--- src/rtl/tad_pkg.sv ---
// Shared constants for the transient acceleration detector
package tad_pkg;
    localparam logic [7:0] ADDR_CFG = 8'h1D;
    localparam logic [7:0] ADDR_SRC = 8'h1E;
    localparam logic [7:0] ADDR_THR = 8'h1F;
    localparam logic [7:0] ADDR_CNT = 8'h20;
    localparam logic [7:0] RST_THR = 8'h00;
    localparam logic [7:0] RST_CNT = 8'h00;
    localparam logic [4:0] RST_CFG = 5'h00;
    localparam logic [6:0] RST_SRC = 7'h00;
    localparam int CFG_BYP = 0;
    localparam int CFG_XEN = 1;
    localparam int CFG_LATCH = 4;
    localparam int SRC_ACTIVE = 6;
    localparam int THR_DBM = 7;
    localparam int THR_SHIFT = 4;
    localparam logic [6:0] LN_THR_MAX = 7'h40;
    localparam int CLK_PERIOD_NS = 50;
    localparam int STEP_BASE_NS = 1250000;
    localparam int STEP_BASE_CYCLES = STEP_BASE_NS / CLK_PERIOD_NS;
    typedef enum logic [1:0] {
        TAD_NORMAL = 2'b00,
        TAD_LOWNOISE = 2'b01,
        TAD_HIRES = 2'b10,
        TAD_LOWPOWER = 2'b11
    } tad_mode_t;
endpackage

--- src/rtl/tad_axis.sv ---
// Per-axis debounce counter of the transient detector
`timescale 1ns/10ps
`default_nettype none
module tad_axis (
    input wire logic clk,
    input wire logic arst_n,
    input wire logic step,
    input wire logic exceed,
    input wire logic negative,
    input wire logic dbnc_clear_mode,
    input wire logic [7:0] count_lim,
    output logic hit,
    output logic hit_neg
);
    typedef struct packed {
        logic [7:0] cnt;
        logic hit;
        logic neg;
    } tad_axis_state_t;

    tad_axis_state_t st_reg;
    tad_axis_state_t st_next;
    logic [7:0] up;

    always_comb begin
        st_next = st_reg;
        st_next.hit = 1'b0;
        up = (st_reg.cnt < count_lim) ? st_reg.cnt + 8'h01 : count_lim;
        if (step) begin
            if (exceed) begin
                st_next.cnt = up;
                if (up == count_lim) begin
                    st_next.hit = 1'b1;
                    st_next.neg = negative;
                end
            end else if (dbnc_clear_mode) begin
                st_next.cnt = 8'h00;
            end else if (st_reg.cnt != 8'h00) begin
                st_next.cnt = st_reg.cnt - 8'h01;
            end
        end
    end

    always_ff @(posedge clk or negedge arst_n) begin
        if (!arst_n) begin
            st_reg <= '0;
        end else begin
            st_reg <= st_next;
        end
    end

    assign hit = st_reg.hit;
    assign hit_neg = st_reg.neg;
endmodule
`default_nettype wire

--- src/rtl/tad_top.sv ---
// Transient acceleration detector with its register slice
`timescale 1ns/10ps
`default_nettype none
module tad_top #(
    parameter int STEP_BASE_CYCLES = tad_pkg::STEP_BASE_CYCLES,
    parameter int SAMPLE_W = 12
) (
    input wire logic clk,
    input wire logic arst_n,
    input wire logic [7:0] reg_addr,
    input wire logic [7:0] reg_wdata,
    input wire logic reg_wr,
    input wire logic reg_rd,
    output logic [7:0] reg_rdata,
    input wire logic [SAMPLE_W-1:0] hpf_sample_x,
    input wire logic [SAMPLE_W-1:0] hpf_sample_y,
    input wire logic [SAMPLE_W-1:0] hpf_sample_z,
    input wire logic [SAMPLE_W-1:0] raw_sample_x,
    input wire logic [SAMPLE_W-1:0] raw_sample_y,
    input wire logic [SAMPLE_W-1:0] raw_sample_z,
    input wire logic [2:0] output_sample_rate,
    input wire logic [1:0] oversample_mode,
    input wire logic low_noise,
    input wire logic int_enable,
    output logic transient_irq,
    output logic event_active_flag
);
    typedef struct packed {
        logic [7:0] thr;
        logic [7:0] cnt;
        logic [4:0] cfg;
        logic [6:0] src;
        logic [7:0] rdata;
        logic irq;
        logic [23:0] base;
        logic [7:0] pre;
        logic step;
    } tad_state_t;

    tad_state_t st_reg;
    tad_state_t st_next;
    logic [SAMPLE_W-1:0] hpf [3];
    logic [SAMPLE_W-1:0] raw [3];
    logic [SAMPLE_W-1:0] sel [3];
    logic [SAMPLE_W-1:0] mag [3];
    logic [6:0] thr_eff;
    logic [SAMPLE_W-1:0] thr_lsb;
    logic [2:0] exceed;
    logic [2:0] hit;
    logic [2:0] hit_neg;
    logic rd_src;
    logic frozen;
    logic base_tick;

    // Time step multiple of 1.25 ms, indexed by rate 800 Hz down to 1.56 Hz
    function automatic logic [7:0] tad_step_mult(input logic [2:0] rate_sel,
        input logic [1:0] m);
        logic [7:0] v;
        v = 8'h01 << rate_sel;
        case (tad_pkg::tad_mode_t'(m))
            tad_pkg::TAD_NORMAL: v = (rate_sel > 3'h4) ? 8'h10 : v;
            tad_pkg::TAD_LOWNOISE: v = (rate_sel > 3'h4) ? 8'h40 : v;
            tad_pkg::TAD_HIRES: v = (rate_sel > 3'h1) ? 8'h02 : v;
            tad_pkg::TAD_LOWPOWER: begin
                v = (rate_sel == 3'h5) ? 8'h40 : v;
                v = (rate_sel > 3'h5) ? 8'h80 : v;
            end
            default: v = 8'h01;
        endcase
        return v;
    endfunction

    assign hpf[0] = hpf_sample_x;
    assign hpf[1] = hpf_sample_y;
    assign hpf[2] = hpf_sample_z;
    assign raw[0] = raw_sample_x;
    assign raw[1] = raw_sample_y;
    assign raw[2] = raw_sample_z;

    assign thr_eff = (low_noise && st_reg.thr[6:0] > tad_pkg::LN_THR_MAX)
        ? tad_pkg::LN_THR_MAX : st_reg.thr[6:0];
    // one count is 16 LSB at 8g scale
    assign thr_lsb = SAMPLE_W'(thr_eff) << tad_pkg::THR_SHIFT;

    genvar a;
    generate
        for (a = 0; a < 3; a++) begin : g_axis
            assign sel[a] = st_reg.cfg[tad_pkg::CFG_BYP] ? raw[a] : hpf[a];
            assign mag[a] = sel[a][SAMPLE_W-1] ? SAMPLE_W'(-sel[a]) : sel[a];
            assign exceed[a] = st_reg.cfg[tad_pkg::CFG_XEN + a] && (mag[a] > thr_lsb);
            tad_axis tad_axis_i (
                .clk(clk),
                .arst_n(arst_n),
                .step(st_reg.step),
                .exceed(exceed[a]),
                .negative(sel[a][SAMPLE_W-1]),
                .dbnc_clear_mode(st_reg.thr[tad_pkg::THR_DBM]),
                .count_lim(st_reg.cnt),
                .hit(hit[a]),
                .hit_neg(hit_neg[a])
            );
        end
    endgenerate

    assign rd_src = reg_rd && reg_addr == tad_pkg::ADDR_SRC;
    assign frozen = st_reg.cfg[tad_pkg::CFG_LATCH] && st_reg.src[tad_pkg::SRC_ACTIVE] && !rd_src;
    assign base_tick = st_reg.base == 24'(STEP_BASE_CYCLES - 1);

    always_comb begin
        st_next = st_reg;
        st_next.step = 1'b0;
        st_next.base = base_tick ? 24'h000000 : st_reg.base + 24'h000001;
        if (base_tick) begin
            if (st_reg.pre + 8'h01 >= tad_step_mult(output_sample_rate, oversample_mode)) begin
                st_next.pre = 8'h00;
                st_next.step = 1'b1;
            end else begin
                st_next.pre = st_reg.pre + 8'h01;
            end
        end
        if (reg_wr) begin
            case (reg_addr)
                tad_pkg::ADDR_CFG: st_next.cfg = reg_wdata[4:0];
                tad_pkg::ADDR_THR: st_next.thr = reg_wdata;
                tad_pkg::ADDR_CNT: st_next.cnt = reg_wdata;
                default: st_next.cfg = st_reg.cfg;
            endcase
        end
        if (reg_rd) begin
            case (reg_addr)
                tad_pkg::ADDR_CFG: st_next.rdata = {3'h0, st_reg.cfg};
                tad_pkg::ADDR_SRC: st_next.rdata = {1'b0, st_reg.src};
                tad_pkg::ADDR_THR: st_next.rdata = st_reg.thr;
                tad_pkg::ADDR_CNT: st_next.rdata = st_reg.cnt;
                default: st_next.rdata = 8'h00;
            endcase
        end
        if (rd_src) begin
            st_next.src = tad_pkg::RST_SRC;
        end
        // set wins over the read clear, polarity, no clear
        for (int i = 0; i < 3; i++) begin
            if (hit[i] && !frozen) begin
                st_next.src[2*i+1] = 1'b1;
                st_next.src[2*i] = hit_neg[i];
            end
        end
        st_next.src[tad_pkg::SRC_ACTIVE] = st_next.src[1] | st_next.src[3] | st_next.src[5];
        st_next.irq = st_next.src[tad_pkg::SRC_ACTIVE] && int_enable;
    end

    always_ff @(posedge clk or negedge arst_n) begin
        if (!arst_n) begin
            st_reg <= '0;
        end else begin
            st_reg <= st_next;
        end
    end

    assign reg_rdata = st_reg.rdata;
    assign transient_irq = st_reg.irq;
    assign event_active_flag = st_reg.src[tad_pkg::SRC_ACTIVE];
endmodule
`default_nettype wire

--- config.mk ---
export PLATFORM = sky130hd
export DESIGN_NAME = tad_top
export DESIGN_NICKNAME = d
export VERILOG_FILES = /design/src/rtl/tad_pkg.sv /design/src/rtl/tad_axis.sv /design/src/rtl/tad_top.sv
export SDC_FILE = /design/constraint.sdc
export NUM_CORES = 1
export LEC_CHECK = 0
export ABC_AREA = 1
export CORE_ASPECT_RATIO = 1.5
export CORE_MARGIN = 5
export CORE_UTILIZATION = 60
export CTS_BUF_LIST = sky130_fd_sc_hd__clkbuf_4
export CTS_CLUSTER_DIAMETER = 200
export DETAILED_ROUTE_END_ITERATION = 10
export DONT_BUFFER_PORTS = 1
export GPL_ROUTABILITY_DRIVEN = 0
export PLACE_DENSITY = 0.76
export SYNTH_ARGS = -nofsm -noshare
export SYNTH_HDL_FRONTEND = slang
export SYNTH_SLANG_ARGS = --single-unit
--- constraint.sdc ---
create_clock -name clk -period 4.8 [get_ports clk]
set_clock_uncertainty 0.1 [all_clocks]
set_input_delay 0.48 -clock clk [delete_from_list [all_inputs] [get_ports clk]]
set_output_delay 0.48 -clock clk [all_outputs]
set_load 0.01 [all_outputs]
; Yosys cells after proc, flatten, opt, wreduce, memory -nomap -nowiden
; Index checks and enable logic that the tools add are counted.
[totals]
ff_bits = 100
elab_cells = 134
out_inout_bits = 10
input_bits = 99
[op_classes]
mux = 44
n_addsub = 11
n_shift = 1
magnitude_cmp = 11
n_eq_ne = 12
n_reduce_logical = 32
bitwise_logic = 2
[op_table]
columns = op, n
row1 = $mux W8, 19
row2 = $mux W12, 6
row3 = $pmux W8 S4, 2
row4 = $gt A12 B11 Y1, 3
row5 = $neg A12 Y12, 3
row6 = $add A8 B1 Y8 const B, 4
row7 = $add A24 B1 Y24 const B, 1
row8 = $eq A24 B15 Y1 const B, 1
row9 = $eq A8 B5 Y1 const B, 3
row10 = $eq A8 B8 Y1, 3
row11 = $lt A8 B8 Y1, 3
row12 = $mux W2, 12
row13 = $mux W24, 1
row14 = $reduce_bool A8 Y1, 3
row15 = $sub A8 B1 Y8 const B, 3
row16 = $reduce_and A2 Y1, 6
row17 = $logic_and A1 B1 Y1, 11
row18 = $reduce_and A3 Y1, 3
row19 = $reduce_bool A3 Y1, 3
row20 = $eq A8 B6 Y1 const B, 1
row21 = $ge A8 B8 Y1, 1
row22 = $shl A1 B3 Y8 const A, 1
row23 = $gt A7 B7 Y1 const B, 1
row24 = $mux W7, 1
row25 = other kinds (11), 18

; Longest topological paths before layout
[depth]
word_depth = 10
depth_mapped = 27

; Modules after synthesis
; From an unflattened synthesis, not the netlist that was laid out.
[hier_totals]
hier_cells = 1500
area_unflattened_um2 = 9547.9
[by_module_without_submodules]
columns = mod, area_each_um2, cells_per_inst, seq_area_each_um2, n_inst
row1 = tad_top, 5854.4, 915, 1751.7, 1
row2 = tad_axis, 1231.2, 195, 250.2, 3

; Least setup slack after synthesis
; OpenSTA, ideal clock, no wires.
[synth_path]
path_kind = flip-flop to flip-flop
from = register st_reg[49] (netlist name)
to = register g_axis[1].tad_axis_i.st_reg[2] (netlist name)
arrival_time_ps = 3158
path_slack_ps = 1426
period_less_slack_ps = 3374
path_stages_with_launch = 25
path_cell_list = dfrtp_1 > buf_6 > buf_6 > or2_1 > o21ai_1 > ha_1 > inv_1 > nor4_1 > nand3_1 > nand2_1 > nand2_1 > xor2_1 > inv_1 > ha_1 > nand3_1 > nor2_1 > nand3_1 > nor2_1 > nand4_1 > nand3_4 > nand2_2 > nand2_4 > inv_2 > nand2_1 > nand2_1
[synth_via]
elab_chain_len = 7
[synth_rtl]
columns = item, line_no
row1 = "start, declared", tad_top.sv:40  ; tad_state_t st_reg;
row2 = "start signal, assigned", tad_top.sv:156  ; st_reg <= st_next;
row3 = $mux W12 *, tad_top.sv:88  ; assign sel[a] = st_reg.cfg[tad_pkg::CFG_BYP] ? raw[a] : hpf[a];
row4 = $neg A12 Y12, tad_top.sv:89  ; assign mag[a] = sel[a][SAMPLE_W-1] ? SAMPLE_W'(-sel[a]) : sel[a];
row5 = $mux W12 *, tad_top.sv:89
row6 = $gt A12 B11 Y1 *, tad_top.sv:90  ; assign exceed[a] = st_reg.cfg[tad_pkg::CFG_XEN + a] && (mag[a] > thr_lsb);
row7 = $logic_and A1 B1 Y1 *, tad_top.sv:90
row8 = $reduce_bool A3 Y1 (no source line), -
row9 = $reduce_and A2 Y1 (no source line), -
row10 = "end signal, assigned", tad_axis.sv:48  ; st_reg <= st_next;
row11 = "end, declared", tad_axis.sv:21  ; tad_axis_state_t st_reg;
; Every way passes the cells marked *; elsewhere a longest branch is shown, timed or not.
; A chain may end at the register's enable or synchronous reset.

; Worst setup path after layout
[layout_path]
from = register st_reg[49] (netlist name)
to = register g_axis[1].tad_axis_i.st_reg[3] (netlist name)
; The elaborated chain is that of the path after synthesis.

==> flow_summary.ini <==
[outcome]
status = finished, final reports clean

[sta]
finalSetupTns_ns = 0
grt_setup_unrepaired = no
hold_viol = 0
setup_viol = 0
slew_viol_final = 0
layout_setup_ws_ns = 0.631
post-route-min-period_ns = 4.17
slew_headroom_pct = 40.3
worstMarginPinSlew_ns = 0.888
period_share_pct = 86.8
fmax_mhz = 240

[final_layout]
layout.nets = 1518
post-route-util_pct = 62.2
multi_input_area_mm2 = 0.00558
final_area_mm2 = 0.00928
final_cell_mix = 421 x nand2_1, 181 x inv_1, 127 x nor2_1, 100 x dfrtp_1, 97 x nand3_1
area_delta_synth_final_pct = 2.53
final_common_cell = nand2_1
largest_register_ffs = 60
final_cells = 1563
drive_above_1_share_pct = 4.33
register_area_mm2 = 0.00250
fillCellCount = 1482

[placed_design]
portBuffers = 0
placed_cell_area_mm2 = 0.00906
dp.cells = 1541
dp_hpwl_um = 18500
preCtsSetupSlack_ns = 0.682

[pwr]
p_switching_w = 0.000672
power.density_mw_per_mm2 = 193
ir_drop_v = 0.000175
pwr-share-comb_pct = 23.7
p_int_w = 0.00112
clkPwrFrac_pct = 27.7
pwr-share-seq_pct = 48.6
leakage_nw = 5.17
p_sw_share_pct = 37.4

[global_routing]
grt.overflow.total = 0
grt_pass1_wl_um = 38200
grt.total_usage_pct = 27.0
antenna_found_initial = 1
grt_max_degree = 101
grt_pass1_vias = 8299

[worst_hold_path]
min_path_type = primary input to flip-flop

[setup_path]
worst-path-max-fanout = 25
cp-start-kind = flip-flop
crit_path_end_kind = flip-flop
crit_slowest_cell = dfrtp_1
crit_required_ns = 5.15
cp.buffers_inverters = 4
crit_arrival_ns = 4.52
crit_type = flip-flop to flip-flop
cp_cell_sequence = inv_2 > o21ai_1 > ha_1 > inv_1 > nor4_1 > nand3_1 > nand2_1 > nand2_1 > xor2_1 > inv_1 > ha_1 > nand3_1 > nor2_1 > nand3_1 > nor2_1 > nand4_1 > nand3_4 > nand2_2 > nand2_4 > inv_2 > nand2_1 > nand2_1
max_stage_delay_ns = 0.65
crit_top_cell = nand2_1
worst_path_dominant_cell_family = simple AND/OR/NAND/NOR gates

[cts]
cts_tree = built
cts-root-buf = clkbuf_4
clk_pin_slew_ns = 0.20
clkSinkCount = 100
clockBufferDepth = 2
h-tree-depth = 3
cts_resized = 0
numCtsBuffers = 9
clk_latency_ns = 0.53

[synthesis]
ys_types = 52
syn_area_mm2 = 0.00905
yosysSeqAreaShare_pct = 27.6
synthCells = 1385
ys_ff_latch = 100
synth_ff_type = dfrtp_1
synth_edf_count = 0
synth_nets = 1545
yosys_warnings = 0
avgSynthCellArea_um2 = 6.54
async_flop_share_pct = 100

[die]
std_cell_rows = 55
ioPinCount = 109
die_h_um = 160
initial_utilization_pct = 60.6
core_mm2 = 0.0149
die_x_um = 110
die-area_mm2 = 0.0177

[detailed_routing]
wl_per_cell_um = 15.3
ant_nets = 0
routed_wl_um = 23900
viasPerCell = 5.64
drtIter0Drc = 556
drt_pass1_iterations = 5
vias = 8821
drcViolationCount = 0

[flow_run]
drv_cap = 0
-- worst paths after layout --
kind | from | endpoint | slack (ns) | cells after the start
min in group asynchronous | arst_n | g_axis[0].tad_axis_i.st_reg[3] | 0.38 | 2
setup reg to reg | st_reg[49] | g_axis[1].tad_axis_i.st_reg[3] | 0.63 | 22
hold / removal | reg_wdata[6] | st_reg[60] | 0.02 | 2
hold reg to reg | g_axis[1].tad_axis_i.hit_neg | g_axis[1].tad_axis_i.hit_neg | 0.40 | 2
setup / recovery | st_reg[49] | g_axis[1].tad_axis_i.st_reg[3] | 0.63 | 22
max in group asynchronous | arst_n | g_axis[1].tad_axis_i.hit | 3.78 | 2
-- stage by stage --
stage / total power [W] / hold WS (ns)
CTS: 0.00180 / 0.000520
floorplan: 0.00120 / 0.0844
global placement: 0.00128 / 0.0873
global route: 0.00190 / 0.0325
finish: 0.00179 / 0.0154
detailed placement: 0.00129 / 0.0873
-- power groups by stage --
stage	clock network [W]	registers (W)	logic, W
detailed placement	0	0.000887	0.000398
global placement	0	0.000887	0.000392
global route	0.000536	0.000874	0.000486
floorplan	0	0.000877	0.000326
finish	0.000498	0.000873	0.000425
CTS	0.000504	0.000872	0.000424
-- area by class of cell --
type                            count  share of cell area [%]
Multi-Input combinational cell   1050                    60.1
Sequential cell                   100                    27.0
Inverter                          189                    7.67
Tap cell                          199                    2.68
Timing Repair Buffer                8                   0.970
Clock inverter                      7                   0.903
Clock buffer                        9                   0.728
Antenna cell                        1                  0.0270
-- cells by family (layout without fill, tap and decap cells) --
logic type | after synthesis | in the layout | synth area share [%]
buffers and inverters | 235 | 213 | 10.8
DFF | 100 | 100 | 27.6
muxes | 4 | 4 | 0.442
adders and majority gates | 61 | 61 | 8.43
AOI/OAI and AO/OA | 165 | 165 | 10.5
and+or+nand+nor | 758 | 758 | 36.3
other | 1 | 2 | 0.0414
xor gates and xnor gates | 61 | 61 | 5.90
-- worst register-to-register path: cells and delay by family, from the launching register on --
family | cells | cell delay (ns)
flops | 1 | 0.65
buf+inv | 4 | 0.51
simple gates | 14 | 1.84
compound gates | 1 | 0.34
xor+xnor | 1 | 0.14
fa+ha+maj | 2 | 0.53
-- Yosys cell counts, types with 5 or more instances --
cell      instances  area, um^2
nand2_1         421        1580
o21ai_1          18        90.1
nor2_1          127         477
inv_1           181         679
xnor2_1          14         123
nor4_1           10        62.6
nand3b_1          8        60.1
nor3b_1           5        37.5
nor3_1           19        95.1
xor2_1           47         412
buf_4            12        90.1
buf_2             7        35.0
buf_6             5        56.3
a21oi_1          32         160
clkinv_1          5        18.8
o21ai_2           6        52.6
clkbuf_1         22        82.6
ha_1             61         763
nand2_2          10        62.6
or2_2             8        50.1
dfrtp_1         100        2500
nand4_1          32         200
o21ai_0          74         370
o22ai_1           8        50.1
nand3_1          97         485
-- repair_timing --
action	in CTS	in global routing
hold buffers	5	0
endpoints found under the hold margin	109	0
endpoints found under the setup margin	0	0
buffers inserted	0	0
-- layer usage --
layer  GRT usage (%)  part of all wire [%]  vias up
li1                -                     -     4383
met1            28.7                    37     4012
met2            49.1                    52      336
met3            3.94                   5.9       90
met4            16.0                   5.5        0
met5               0                     0        -
Power figures use the tool's default switching activity.
